==> config.mk <==
export PLATFORM = sky130hd
export DESIGN_NAME = ulsf_line_status
export DESIGN_NICKNAME = d
export VERILOG_FILES = /design/src/pkg/ulsf_pkg.sv /design/src/verilog/ulsf_break_detect.sv /design/src/verilog/ulsf_line_status.sv
export VERILOG_INCLUDE_DIRS = /design/src /design/src/pkg
export SDC_FILE = /design/constraint.sdc
export NUM_CORES = 1
export LEC_CHECK = 0
export ABC_CLOCK_PERIOD_IN_PS = 3200
export BUFFER_PORTS_ARGS = -buffer_cell sky130_fd_sc_hd__buf_2
export CAP_MARGIN = 20
export CORE_ASPECT_RATIO = 0.7
export CORE_UTILIZATION = 55
export DETAILED_ROUTE_END_ITERATION = 7
export PLACE_DENSITY = 0.72
export REMOVE_ABC_BUFFERS = 1
export SYNTH_ARGS = -nofsm -noshare
export SYNTH_HDL_FRONTEND = slang
export SYNTH_HIERARCHICAL = 1
export SYNTH_SLANG_ARGS = --single-unit
==> constraint.sdc <==
create_clock -name sys_clk -period 3.2 [get_ports sys_clk]
set_clock_uncertainty 0.2 [all_clocks]
set_input_delay 0.32 -clock sys_clk [delete_from_list [all_inputs] [get_ports sys_clk]]
set_output_delay 0.32 -clock sys_clk [all_outputs]
set_load 0.03 [all_outputs]
==> src/pkg/ulsf_params.svh <==
// Constants for the line status flag block
`ifndef ULSF_PARAMS_SVH
`define ULSF_PARAMS_SVH
`define ULSF_OFF_LINE_STATUS  4'h0
`define ULSF_OFF_IRQ_STATUS   4'h1
`define ULSF_OFF_IRQ_MASK     4'h2
`define ULSF_OFF_ERR_COUNT    4'h3
`define ULSF_BIT_ERR_SUMMARY  7
`define ULSF_BIT_TX_IDLE      6
`define ULSF_IRQ_BIT_ERR_SET  0
`define ULSF_IRQ_BIT_TX_IDLE  1
`define ULSF_IRQ_BIT_BREAK    2
`define ULSF_RST_IRQ_MASK     8'h00
`endif

==> src/pkg/ulsf_pkg.sv <==
// Types for the line status flag block
package ulsf_pkg;
   // Error tags carried with one receive character
   typedef struct packed {
      logic brk;
      logic framing;
      logic parity;
   } ulsf_rx_tag_t;
   // Register port request
   typedef struct packed {
      logic       wr;
      logic       rd;
      logic [3:0] addr;
      logic [7:0] wdata;
   } ulsf_bus_req_t;
   // Break detector states
   typedef enum logic [1:0] {
      ULSF_LINE_IDLE, ULSF_LINE_LOW, ULSF_LINE_HELD
   } ulsf_brk_state_t;
endpackage

==> src/verilog/ulsf_break_detect.sv <==
// Break detector: one tag per frame-long low line
`timescale 1ns/1ps
module ulsf_break_detect
   import ulsf_pkg::*;
#(
   parameter int FRAME_W = 16
) (
   input  wire logic               sys_clk,
   input  wire logic               rst_n,
   input  wire logic               rx_line,
   input  wire logic [FRAME_W-1:0] frame_ticks,
   output logic                    brk_pulse
);
   ulsf_brk_state_t    state;
   ulsf_brk_state_t    next_state;
   logic [FRAME_W-1:0] cnt;
   logic [FRAME_W-1:0] next_cnt;
   logic               next_brk_pulse;

   always_comb begin
      next_state     = state;
      next_cnt       = cnt;
      next_brk_pulse = 1'b0;
      unique case (state)
         ULSF_LINE_IDLE: begin
            next_cnt = '0;
            if (!rx_line) begin
               next_state = ULSF_LINE_LOW;
            end
         end
         ULSF_LINE_LOW: begin
            if (rx_line) begin
               next_state = ULSF_LINE_IDLE;
            end else if (cnt + 1'b1 >= frame_ticks) begin
               next_state     = ULSF_LINE_HELD;
               next_brk_pulse = 1'b1;
            end else begin
               next_cnt = cnt + 1'b1;
            end
         end
         // Only one break character per low period
         ULSF_LINE_HELD: begin
            if (rx_line) begin
               next_state = ULSF_LINE_IDLE;
            end
         end
      endcase
   end

   always_ff @(posedge sys_clk or negedge rst_n) begin
      if (!rst_n) begin
         state     <= ULSF_LINE_IDLE;
         cnt       <= '0;
         brk_pulse <= 1'b0;
      end else begin
         state     <= next_state;
         cnt       <= next_cnt;
         brk_pulse <= next_brk_pulse;
      end
   end

   a_brk_single: assert property (@(posedge sys_clk) disable iff (!rst_n)
      brk_pulse |=> !brk_pulse)
      else $error("break pulse longer than one cycle");
endmodule // ulsf_break_detect

==> src/verilog/ulsf_line_status.sv <==
// Line status summary and transmitter idle flags
//
// Implementation choices: the strobed register port and the register offsets.
`timescale 1ns/1ps
`include "ulsf_params.svh"
module ulsf_line_status
   import ulsf_pkg::*;
#(
   parameter int DEPTH   = 128,
   parameter int FRAME_W = 16
) (
   input  wire logic               sys_clk,
   input  wire logic               rstn,
   input  wire ulsf_bus_req_t      bus_req,
   output logic [7:0]              rdata,
   output logic                    irq,
   input  wire logic               fifo_mode,
   input  wire logic               rx_push,
   input  wire ulsf_rx_tag_t       rx_push_tag,
   input  wire logic               rx_pop,
   input  wire logic               rx_line,
   input  wire logic [FRAME_W-1:0] frame_ticks,
   input  wire logic               tx_holding_full,
   input  wire logic [7:0]         tx_fifo_level,
   input  wire logic               tx_shift_busy,
   output logic                    brk_push,
   output logic                    rx_fifo_error_summary,
   output logic                    transmitter_idle
);
   localparam int AW = $clog2(DEPTH);

   logic          rs1;
   logic          rst_n;
   ulsf_rx_tag_t  tag_mem [DEPTH];
   logic [AW-1:0] wp;
   logic [AW-1:0] rp;
   logic [AW:0]   err_cnt;
   logic [AW:0]   next_err_cnt;
   logic          next_summary;
   logic          next_idle;
   logic          brk_pulse;
   logic          push_bad;
   logic          pop_bad;
   logic [7:0]    irq_status;
   logic [7:0]    irq_mask;
   logic [7:0]    next_irq_status;
   logic [7:0]    next_irq_mask;
   logic [7:0]    next_rdata;
   logic [7:0]    events;
   logic          prev_summary;
   logic          prev_idle;

   // Two-stage reset release
   always_ff @(posedge sys_clk or negedge rstn) begin
      if (!rstn) begin
         rs1   <= 1'b0;
         rst_n <= 1'b0;
      end else begin
         rs1   <= 1'b1;
         rst_n <= rs1;
      end
   end

   ulsf_break_detect #(.FRAME_W(FRAME_W)) u_brk (
      .sys_clk     (sys_clk),
      .rst_n       (rst_n),
      .rx_line     (rx_line),
      .frame_ticks (frame_ticks),
      .brk_pulse   (brk_pulse)
   );

   // Tag shadow of the receive FIFO; count of tagged entries
   assign push_bad = rx_push &
      (rx_push_tag.brk | rx_push_tag.framing | rx_push_tag.parity);
   assign pop_bad  = rx_pop &
      (tag_mem[rp].brk | tag_mem[rp].framing | tag_mem[rp].parity);

   always_ff @(posedge sys_clk) begin
      if (rx_push) begin
         tag_mem[wp] <= rx_push_tag;
      end
   end

   always_comb begin
      next_err_cnt = err_cnt;
      if (push_bad && !pop_bad) begin
         next_err_cnt = err_cnt + 1'b1;
      end else if (pop_bad && !push_bad) begin
         next_err_cnt = err_cnt - 1'b1;
      end
      next_summary = (next_err_cnt != '0);
   end

   always_comb begin
      if (fifo_mode) begin
         next_idle = (tx_fifo_level == 8'h00) && !tx_shift_busy;
      end else begin
         next_idle = !tx_holding_full && !tx_shift_busy;
      end
   end

   // Events: summary rise, idle rise, break seen
   always_comb begin
      events = 8'h00;
      events[`ULSF_IRQ_BIT_ERR_SET] = rx_fifo_error_summary & ~prev_summary;
      events[`ULSF_IRQ_BIT_TX_IDLE] = transmitter_idle & ~prev_idle;
      events[`ULSF_IRQ_BIT_BREAK]   = brk_pulse;
   end

   always_comb begin
      next_irq_status = irq_status;
      next_irq_mask   = irq_mask;
      next_rdata      = 8'h00;
      if (bus_req.wr) begin
         unique case (bus_req.addr)
            `ULSF_OFF_IRQ_STATUS: next_irq_status = irq_status & ~bus_req.wdata;
            `ULSF_OFF_IRQ_MASK:   next_irq_mask   = bus_req.wdata;
            default:              next_irq_mask   = irq_mask;
         endcase
      end
      // Set wins over a same-cycle clear
      next_irq_status = next_irq_status | events;
      if (bus_req.rd) begin
         unique case (bus_req.addr)
            `ULSF_OFF_LINE_STATUS: begin
               next_rdata[`ULSF_BIT_ERR_SUMMARY] = rx_fifo_error_summary;
               next_rdata[`ULSF_BIT_TX_IDLE]     = transmitter_idle;
            end
            `ULSF_OFF_IRQ_STATUS: next_rdata = irq_status;
            `ULSF_OFF_IRQ_MASK:   next_rdata = irq_mask;
            `ULSF_OFF_ERR_COUNT:  next_rdata = 8'(err_cnt);
            default:              next_rdata = 8'h00;
         endcase
      end
   end

   always_ff @(posedge sys_clk or negedge rst_n) begin
      if (!rst_n) begin
         wp                    <= '0;
         rp                    <= '0;
         err_cnt               <= '0;
         rx_fifo_error_summary <= 1'b0;
         transmitter_idle      <= 1'b1;
         prev_summary          <= 1'b0;
         prev_idle             <= 1'b1;
         irq_status            <= 8'h00;
         irq_mask              <= `ULSF_RST_IRQ_MASK;
         rdata                 <= 8'h00;
         irq                   <= 1'b0;
         brk_push              <= 1'b0;
      end else begin
         wp                    <= rx_push ? wp + 1'b1 : wp;
         rp                    <= rx_pop ? rp + 1'b1 : rp;
         err_cnt               <= next_err_cnt;
         rx_fifo_error_summary <= next_summary;
         transmitter_idle      <= next_idle;
         prev_summary          <= rx_fifo_error_summary;
         prev_idle             <= transmitter_idle;
         irq_status            <= next_irq_status;
         irq_mask              <= next_irq_mask;
         rdata                 <= next_rdata;
         irq                   <= |(next_irq_status & next_irq_mask);
         brk_push              <= brk_pulse;
      end
   end

   a_err_sets: assert property (@(posedge sys_clk) disable iff (!rst_n)
      (push_bad && !pop_bad) |=> rx_fifo_error_summary)
      else $error("summary not set after tagged push");

   a_err_clears: assert property (@(posedge sys_clk) disable iff (!rst_n)
      (err_cnt == '0) |-> !rx_fifo_error_summary)
      else $error("summary set with no tagged entries");

   a_idle_plain: assert property (@(posedge sys_clk) disable iff (!rst_n)
      (!fifo_mode && !tx_holding_full && !tx_shift_busy) |=> transmitter_idle)
      else $error("idle not set with both stages empty");

   a_idle_busy: assert property (@(posedge sys_clk) disable iff (!rst_n)
      tx_shift_busy |=> !transmitter_idle)
      else $error("idle set while shift stage busy");

   a_idle_fifo: assert property (@(posedge sys_clk) disable iff (!rst_n)
      (fifo_mode && tx_fifo_level != 8'h00) |=> !transmitter_idle)
      else $error("idle set with transmit FIFO not empty");

   a_brk_push: assert property (@(posedge sys_clk) disable iff (!rst_n)
      brk_pulse |=> brk_push ##1 !brk_push)
      else $error("break push not one cycle after detect");

   a_ro_write: assert property (@(posedge sys_clk) disable iff (!rst_n)
      (bus_req.wr && bus_req.addr == `ULSF_OFF_LINE_STATUS
       && !push_bad && !pop_bad) |=> $stable(rx_fifo_error_summary))
      else $error("write changed summary bit");

   // Interrupt level tracks masked status
   a_irq_level: assert property (@(posedge sys_clk) disable iff (!rst_n)
      irq == |(irq_status & irq_mask))
      else $error("irq does not match masked status");
endmodule // ulsf_line_status
; After elaboration in Yosys (flattened, before gate mapping)
; Memories as Yosys holds them, arrays and structs flattened.
; Cells that the tools add are included.
[totals]
inputBits = 49
reg_bits = 73
mem_bits_rw = 384
out_inout_bits = 12
mem_count = 1
[mem_list]
columns = memory, depth, word_bits, read_ports, rd_ports_with_merged_regs, wr, line
row1 = tag_mem, 128, 3, 1, 0, 1, ulsf_line_status.sv:34  ; ulsf_rx_tag_t tag_mem [DEPTH];
[classes]
n_mux = 23
add_sub_neg = 5
n_eq_ne = 10
bitwise_logic = 14
reduce_logical = 16
order_cmp = 1
[op_table]
columns = operator, count
row1 = 2-to-1 mux 8 bit, 7
row2 = 2-to-1 mux 16 bit, 2
row3 = case mux 16 bit (2 select lines), 1
row4 = case mux 6 bit (3 select lines), 1
row5 = adder 16 x 1 -> 16 bit (second input constant), 1
row6 = bitwise AND 8 bit, 2
row7 = >= comparator 16 bit, 1
row8 = adder 7 x 1 -> 7 bit (second input constant), 2
row9 = adder 8 x 1 -> 8 bit (second input constant), 1
row10 = == test 4 x 2 -> 1 bit (second input constant), 2
row11 = zero test 8 bit, 1
row12 = 2-to-1 mux 2 bit, 4
row13 = != test 2 bit (second input constant), 4
row14 = inverter 8 bit, 1
row15 = bitwise OR 8 x 3 -> 8 bit, 1
row16 = case mux 2 bit (4 select lines), 1
row17 = nonzero test 8 bit, 1
row18 = OR reduction 8 bit, 1
row19 = subtractor 8 x 1 -> 8 bit (second input constant), 1
row20 = 2-to-1 mux 1 bit, 6
row21 = case mux 2 bit (3 select lines), 1
row22 = AND reduction 3 bit, 2
row23 = bitwise AND 1 bit, 4
row24 = == test 4 x 1 -> 1 bit (second input constant), 1
row25 = other kinds (10), 20

; Logic depth before layout (Yosys ltp)
; Gate-level depths: netlist (run 1).
[logic_depth]
word_depth = 8
mapped_depth = 15
ltp_nobuf = 13

; Hierarchy
; Netlist (run 1), hierarchy kept.
[modules_own_cells]
columns = module, area_per_inst_um2, cells_per_inst, n_inst, seq_area_each_um2
row1 = ulsf_line_status, 17240.3, 1123, 1, 12884.9
row2 = ulsf_break_detect, 1560.2, 180, 1, 475.5

; Least setup slack after synthesis (run 1)
; OpenSTA, ideal clock, no wires.
[synth_path]
kind = reg-to-reg
startpoint = register u_brk.cnt[0]
endpoint = register u_brk.cnt[13]
synth_period_minus_slack_ns = 3.289
required_time_ns = 2.882
path_slack_ns = -0.089
arrival_time_ns = 2.971
setup_ns = 0.118
stages_incl_launch_ff = 13
cell_sequence = dfrtp_1 > nand3_1 > nor3_1 > and3_1 > nand3_1 > xnor2_1 > ha_1 > nand4_1 > nor3_2 > or4b_4 > nand4b_4 > mux2_1 > a21o_1
[synth_via]
elab_chain_len = 4
word_cells_on_any_way = 7
[synth_rtl]
columns = element, line
row1 = "start, declared", ulsf_break_detect.sv:16  ; logic [FRAME_W-1:0] cnt;
row2 = "start signal, assigned", ulsf_break_detect.sv:57  ; cnt <= next_cnt;
row3 = adder 16 x 1 -> 16 bit *, "ulsf_break_detect.sv:34, ulsf_break_detect.sv:38"
row4 = >= comparator 16 bit / 2-to-1 mux 16 bit (equally long branches), ulsf_break_detect.sv:34  ; end else if (cnt + 1'b1 >= frame_ticks) begin
row5 = != test 2 bit (no source line) / 2-to-1 mux 16 bit (equally long branches), --
row6 = AND reduction 3 bit (no source line) / case mux 16 bit (2 select lines) (equally long branches), --
; Mark *: on every way between the ends. The rest lies on a longest branch, timed or not. The select of a mux whose other input is x is not followed.
; A chain may end at the register's enable or synchronous reset.

; Worst setup path after layout (run 1)
[layout_path]
startpoint = register rp[0]
endpoint = register rx_fifo_error_summary
[layout_via]
elab_chain_len = 8
word_cells_on_any_way = 10
[layout_rtl]
columns = element, line
row1 = "start, declared", ulsf_line_status.sv:36  ; logic [AW-1:0] rp;
row2 = "start signal, assigned", ulsf_line_status.sv:153  ; rp <= rx_pop ? rp + 1'b1 : rp;
row3 = memory read (128 x 3 bit) *, --
row4 = bitwise OR 1 bit, ulsf_line_status.sv:76  ; (tag_mem[rp].brk | tag_mem[rp].framing | tag_mem[rp].parity);
row5 = bitwise OR 1 bit *, ulsf_line_status.sv:76
row6 = bitwise AND 1 bit *, ulsf_line_status.sv:75  ; assign pop_bad = rx_pop &
row7 = logical AND 1 bit / zero test 1 bit (equally long branches), "ulsf_line_status.sv:88, ulsf_line_status.sv:86"
row8 = 2-to-1 mux 8 bit / logical AND 1 bit (equally long branches), "ulsf_line_status.sv:88, ulsf_line_status.sv:86"
row9 = 2-to-1 mux 8 bit *, ulsf_line_status.sv:86  ; if (push_bad && !pop_bad) begin
row10 = nonzero test 8 bit *, ulsf_line_status.sv:91  ; next_summary = (next_err_cnt != '0);
row11 = net next_summary, ulsf_line_status.sv:39  ; logic next_summary;
row12 = "end signal, assigned", ulsf_line_status.sv:155  ; rx_fifo_error_summary <= next_summary;
row13 = "end, declared", ulsf_line_status.sv:27  ; output logic rx_fifo_error_summary,
; The timed path passes the listed nets; every way through them passes the cells marked *.

==> results.toml, run 1 <==
[cts]
cts_sinks = 457
clk_pin_slew_worst_paths_ns = 0.06
cts_buffers = 42
insertion_delay_ns = 0.56
clk_path_buf_depth = 3
ctsRootBufferMaster = "clkbuf_16"
cts_tree = "built"
htree_levels = 2

[sta]
worst-slew-pin-transition_ns = 0.984
fin_crit_sh = 1.15
slew_viol_final = 0
setup_violations = 27
fin_ws_ns = -0.480
rsz0062_at_grt = "true"
max_freq_mhz = 272
period_minus_slack_ns = 3.68
hold_violations = 0
whs_ns = 0.0416
relSlewSlack = 0.344
finalSetupTns_ns = -6.92

[setup_path]
crit_required_ns = 3.43
crit_arrival_ns = 3.91
crit_path_max_fanout = 17
critical_path_class = "flip-flop to flip-flop"
endpoint_kind = "flip-flop"
critPathLaunchType = "flip-flop"
rrSetupSlack_ns = -0.48

[power]
p_leak_nw = 8.05
combPwrFrac = 0.313
p_int_mw = 12.0
p_seq_frac = 0.405
clockPowerShare = 0.282
p_sw_frac = 0.317
power.switching_mw = 5.60
ir_drop_uv = 561
power_density_nw_per_um2 = 783

[placed_design]
place_hpwl_mm = 29.1
gp_congestion = 0.885
port_buffers = 60

[synth]
synthFlopType = "edfxtp_1"
synthArstFlopShare = 0.160
syn_area_sq_um = 18800
synth_edf_count = 384
yosysWarnings = 6
avgSynthCellArea_sq_um = 14.4
syn_inst = 1303
yosysUniqueCellTypes = 79
ys_ff_latch = 457
ys_seq_area_frac = 0.711

[die]
num_rows = 56
die_w_microns = 223
core_sq_um = 33600
pin_count = 61
die_y_microns = 157
start_util = 0.560
dieArea_sq_um = 34900

[routing]
first_pass_iters = 7
wl_per_cell_microns = 23.7
postRouteWirelength_mm = 46.8
drc = 0
vias = 12100
ant_nets = 0
via_per_inst = 6.15
drt-initial-drc-count = 1452

[run_status]
violations = "negative setup slack"
status = "complete, but fails checks"

[cells_and_area]
final_cell_mix = "384 x edfxtp_1, 184 x nor2_1, 114 x buf_4"
drive_above_1_share = 0.255
antenna_cells = 0
layout_commonest_cell = "edfxtp_1"
nets = 1576
fillCellCount = 2253
area_growth_pct = 19.8

[hold_path]
hp-class = "input pin to flip-flop"

[grt]
grt-ovfl-total = 0
track_usage = 0.265
grt_pass1_wl_mm = 69.0
grt_max_degree = 92
grt_pass1_vias = 11800
antenna_found_initial = 0

[run]
maxCapViolations = 0
state kept, by name (all words and copies together), names as in the netlist:
name / count
u_brk/state: 2
prev_idle: 1
err_cnt: 8
irq: 1
irq_mask: 8
brk_push: 1
u_brk/cnt: 16
rx_fifo_error_summary: 1
prev_summary: 1
rst_n: 1
rs1: 1
transmitter_idle: 1
tag_mem: 384
wp: 7
irq_status: 8
rdata: 8
rp: 7
u_brk/brk_pulse: 1
cell usage after synthesis, drive strengths merged, types with 3 or more instances:
cell type | n | area (sq um)
a222oi | 3 | 30.0
nand3 | 29 | 145
nand2b | 20 | 125
nor2 | 186 | 701
clkbuf | 29 | 110
mux2 | 22 | 248
buf | 31 | 206
o32ai | 4 | 35.0
a31oi | 7 | 58.8
o21ai | 23 | 115
nor2b | 7 | 43.8
xor2 | 5 | 43.8
nor4b | 10 | 87.6
a21boi | 5 | 37.5
nor3 | 85 | 435
dfrtp | 71 | 1780
or3 | 16 | 100
a21oi | 38 | 190
mux4 | 32 | 728
or2 | 6 | 37.5
a22oi | 10 | 75.1
o22ai | 5 | 31.3
a211oi | 16 | 120
ha | 24 | 300
xnor2 | 13 | 114
o311ai | 7 | 61.3
o211ai | 3 | 22.5
nand4 | 14 | 87.6
nor4 | 28 | 175
nand2 | 64 | 248
a21o | 13 | 97.6
mux2i | 7 | 70.1
inv | 30 | 113
edfxtp | 384 | 11500
and3 | 9 | 56.3
and2 | 7 | 43.8
through the flow:
stage	cell area, sq um	power (mW)	util	worst slack (ns)	instances
detailed placement	20300	12.0	0.605	-0.511	1850
finish	22500	17.6	0.671	-0.480	1971
global route	22500	18.2	0.671	-0.619	1971
global placement	20300	11.9	0.605	-0.376	1850
CTS	22300	17.3	0.663	-0.395	1964
floorplan	18500	9.65	-	-1.60	1243
cell families after synthesis:
family | after synthesis | share of synthesized area
compound gates | 159 | 0.0582
other cells | 1 | 0.000199
xor+xnor | 18 | 0.00839
flops | 457 | 0.711
mux | 61 | 0.0556
fa+ha+maj | 24 | 0.0160
buf+inv | 90 | 0.0228
simple gates | 493 | 0.128
final timing paths:
kind                                          to  cells after the start         from
setup / recovery           rx_fifo_error_summary                     14        rp[0]
hold / removal                          rdata[5]                      4  bus_req[11]
setup reg to reg           rx_fifo_error_summary                     14        rp[0]
hold reg to reg                            rst_n                      0          rs1
max in group asynchronous                  rp[0]                      0        rst_n
min in group asynchronous                    irq                      0        rst_n
repair_timing:
| action | in CTS | in global routing |
|---|---|---|
| setup buffers | 19 | 9 |
| gates resized for setup | 62 | 45 |
| cloned | 1 | 2 |
| endpoints found under the setup margin | 27 | 27 |
| pin swaps | 30 | 31 |
| hold endpoints to repair | 34 | 0 |
| hold buffers | 20 | 0 |
critical path, stage by stage, from the launching register on:
cell and delay [ns]:
dfrtp_4 0.50, buf_6 0.16, buf_16 0.17, nor4b_2 0.19
nor4_1 0.30, nor4_1 0.12, buf_4 0.16, a311oi_2 0.25
o2111ai_2 0.22, a31oi_4 0.34, buf_6 0.19, nor3_2 0.07
or3_4 0.39, a22oi_2 0.18, nand4bb_1 0.11
power by group through the flow:
stage	Sequential [mW]	Clock [mW]	Combinational (mW)
floorplan	7.46	0	2.19
global placement	7.26	0	4.61
detailed placement	7.27	0	4.71
CTS	7.11	5.03	5.15
global route	7.18	5.25	5.80
finish	7.15	4.98	5.52
layer usage:
metal	share of wire	track usage	up-vias
li1	-	-	5375
met1	0.43	0.397	6009
met2	0.43	0.382	619
met3	0.11	0.0704	111
met4	0.026	0.0788	0
met5	0	0	-
area by class of cell:
cell class / instances / area (sq um) / area share
tap: 435 / 544 / 0.0242
timing repair buffer: 216 / 1750 / 0.0775
inverter: 30 / 116 / 0.00516
clock buffer: 59 / 1230 / 0.0546
clock inverter: 18 / 133 / 0.00589
multi-input combinational: 756 / 5390 / 0.239
sequential: 457 / 13400 / 0.594
(Power assumes the default switching activity.)
==> inputs of run 2 (changes only) <==
--- a/config.mk
+++ b/config.mk
@@ -10,10 +10,13 @@
 export BUFFER_PORTS_ARGS = -buffer_cell sky130_fd_sc_hd__buf_2
 export CAP_MARGIN = 20
 export CORE_ASPECT_RATIO = 0.7
+export CORE_MARGIN = 3
 export CORE_UTILIZATION = 55
 export DETAILED_ROUTE_END_ITERATION = 7
 export PLACE_DENSITY = 0.72
 export REMOVE_ABC_BUFFERS = 1
+export SKIP_LAST_GASP = 1
+export SLEW_MARGIN = 5
 export SYNTH_ARGS = -nofsm -noshare
 export SYNTH_HDL_FRONTEND = slang
 export SYNTH_HIERARCHICAL = 1
==> results.toml, run 2 (synthesis results as in run 1) <==
[run_status]
status = "complete, but fails checks"
violations = "negative setup slack"

[cells_and_area]
regMostFlops = "tag_mem"
largest_reg_flops = 384
instances_no_fill = 1967
nets = 1579
layout_commonest_cell = "edfxtp_1"
reg_top3 = "tag_mem x384, u_brk/cnt x16"
antenna_cells = 0
final_cell_mix = "384 x edfxtp_1, 185 x nor2_1, 116 x buf_4"
drive_above_1_share = 0.256
final_cell_area_sq_um = 22700
area_growth_pct = 20.8

[grt]
grt_max_degree = 98
antenna_found_initial = 0
grt-ovfl-total = 0
grt_pass1_vias = 12100
grt_pass1_wl_mm = 70.2
track_usage = 0.254

[routing]
ant_nets = 0
via_per_inst = 6.23
first_pass_iters = 5
wl_per_cell_microns = 23.6
drt-initial-drc-count = 1548
vias = 12300
postRouteWirelength_mm = 46.4
drc = 0

[setup_path]
crit_path_max_fanout = 8
endpoint_kind = "flip-flop"
rr_startpoint = "rp[1]"
crit_required_ns = 3.42
r2r_end = "rx_fifo_error_summary"
critical_path_class = "flip-flop to flip-flop"
rrSetupSlack_ns = -0.32
r2r_cells = 13
crit_arrival_ns = 3.74
critPathLaunchType = "flip-flop"

[cts]
cts_buffers = 42
clk_path_buf_depth = 3
cts_sinks = 457
htree_levels = 2
clk_pin_slew_worst_paths_ns = 0.06
insertion_delay_ns = 0.55
cts_tree = "built"
ctsRootBufferMaster = "clkbuf_16"

[power]
ir_drop_uv = 592
p_sw_frac = 0.313
power.switching_mw = 5.62
clockPowerShare = 0.285
combPwrFrac = 0.314
p_leak_nw = 8.13
p_seq_frac = 0.401
power_density_nw_per_um2 = 790
p_int_mw = 12.3

[die]
die_w_microns = 227
start_util = 0.570
pin_count = 61
die_y_microns = 161
core_sq_um = 33000
dieArea_sq_um = 36500
num_rows = 55

[hold_path]
hp-class = "input pin to flip-flop"
hold_depth = 3
min_from = "bus_req[8]"
min_to = "rdata[1]"

[sta]
fin_ws_ns = -0.324
slew_viol_final = 0
worst-slew-pin-transition_ns = 1.09
relSlewSlack = 0.274
fin_crit_sh = 1.10
rsz0062_at_grt = "true"
hold_violations = 0
setup_violations = 27
finalSetupTns_ns = -4.06
period_minus_slack_ns = 3.52
max_freq_mhz = 284
whs_ns = 0.0317

[placed_design]
port_buffers = 60
place_area_sq_um = 20300
place_hpwl_mm = 28.7
dp.cells = 1840
gp_congestion = 0.872

[run]
maxCapViolations = 0
run 2: final cells by class:
type | instances | area (sq um)
repair buffers | 219 | 1850
clock buffers | 55 | 1160
flip-flops and latches | 457 | 13400
inverters | 30 | 113
multi-input cells | 756 | 5440
fillers | 2171 | 10300
clock inverters | 23 | 235
well taps | 427 | 534
run 2: routing by layer:
| metal | global-route usage | routed length (microns) | up-vias |
|---|---|---|---|
| li1 | - | - | 5386 |
| met1 | 0.396 | 20400 | 6187 |
| met2 | 0.370 | 20700 | 603 |
| met3 | 0.0530 | 4380 | 75 |
| met4 | 0.0636 | 901 | 0 |
| met5 | 0 | 0 | - |
run 2: per-stage QoR:
stage / worst slack, ns / utilization / power (mW)
floorplan: -1.60 / - / 9.65
finish: -0.324 / 0.689 / 17.9
global placement: -0.481 / 0.615 / 11.9
global route: -0.495 / 0.689 / 18.6
detailed placement: -0.457 / 0.615 / 11.9
CTS: -0.289 / 0.676 / 17.5
run 2: timing repair:
action	4_1_cts	5_1_grt
resized for setup	56	44
setup buffers	17	9
pin swaps	24	12
hold buffers	18	0
setup endpoints to repair	27	28
gates cloned	2	3
hold endpoints to repair	31	0
run 2: worst max-delay path, stage by stage, from the launching register on:
cell       delay (ns)
dfrtp_4          0.59
buf_12           0.19
buf_4            0.13
nor4_1           0.48
o21ai_0          0.17
nand3_1          0.19
a311oi_2         0.13
o2111ai_2        0.16
buf_4            0.17
a31o_4           0.12
a21oi_1          0.08
or3_1            0.32
a222oi_1         0.33
nand4bb_1        0.13
run 2: power by group through the flow:
stage	registers, mW	logic [mW]	clock network, mW
after floorplan	7.46	2.19	0
after global placement	7.24	4.61	0
after detailed placement	7.26	4.68	0
after CTS	7.16	5.18	5.14
after global routing	7.22	5.95	5.38
final	7.19	5.64	5.10
run 2: worst max path at each step:
| stage | start | to | slack, ns |
|---|---|---|---|
| floorplan | rp[1] | rx_fifo_error_summary | -1.60 |
| global placement | rp[0] | rx_fifo_error_summary | -0.48 |
| detailed placement | rp[0] | rx_fifo_error_summary | -0.46 |
| CTS | rp[0] | rx_fifo_error_summary | -0.29 |
| global route | rp[1] | rx_fifo_error_summary | -0.50 |
| finish | rp[1] | rx_fifo_error_summary | -0.32 |
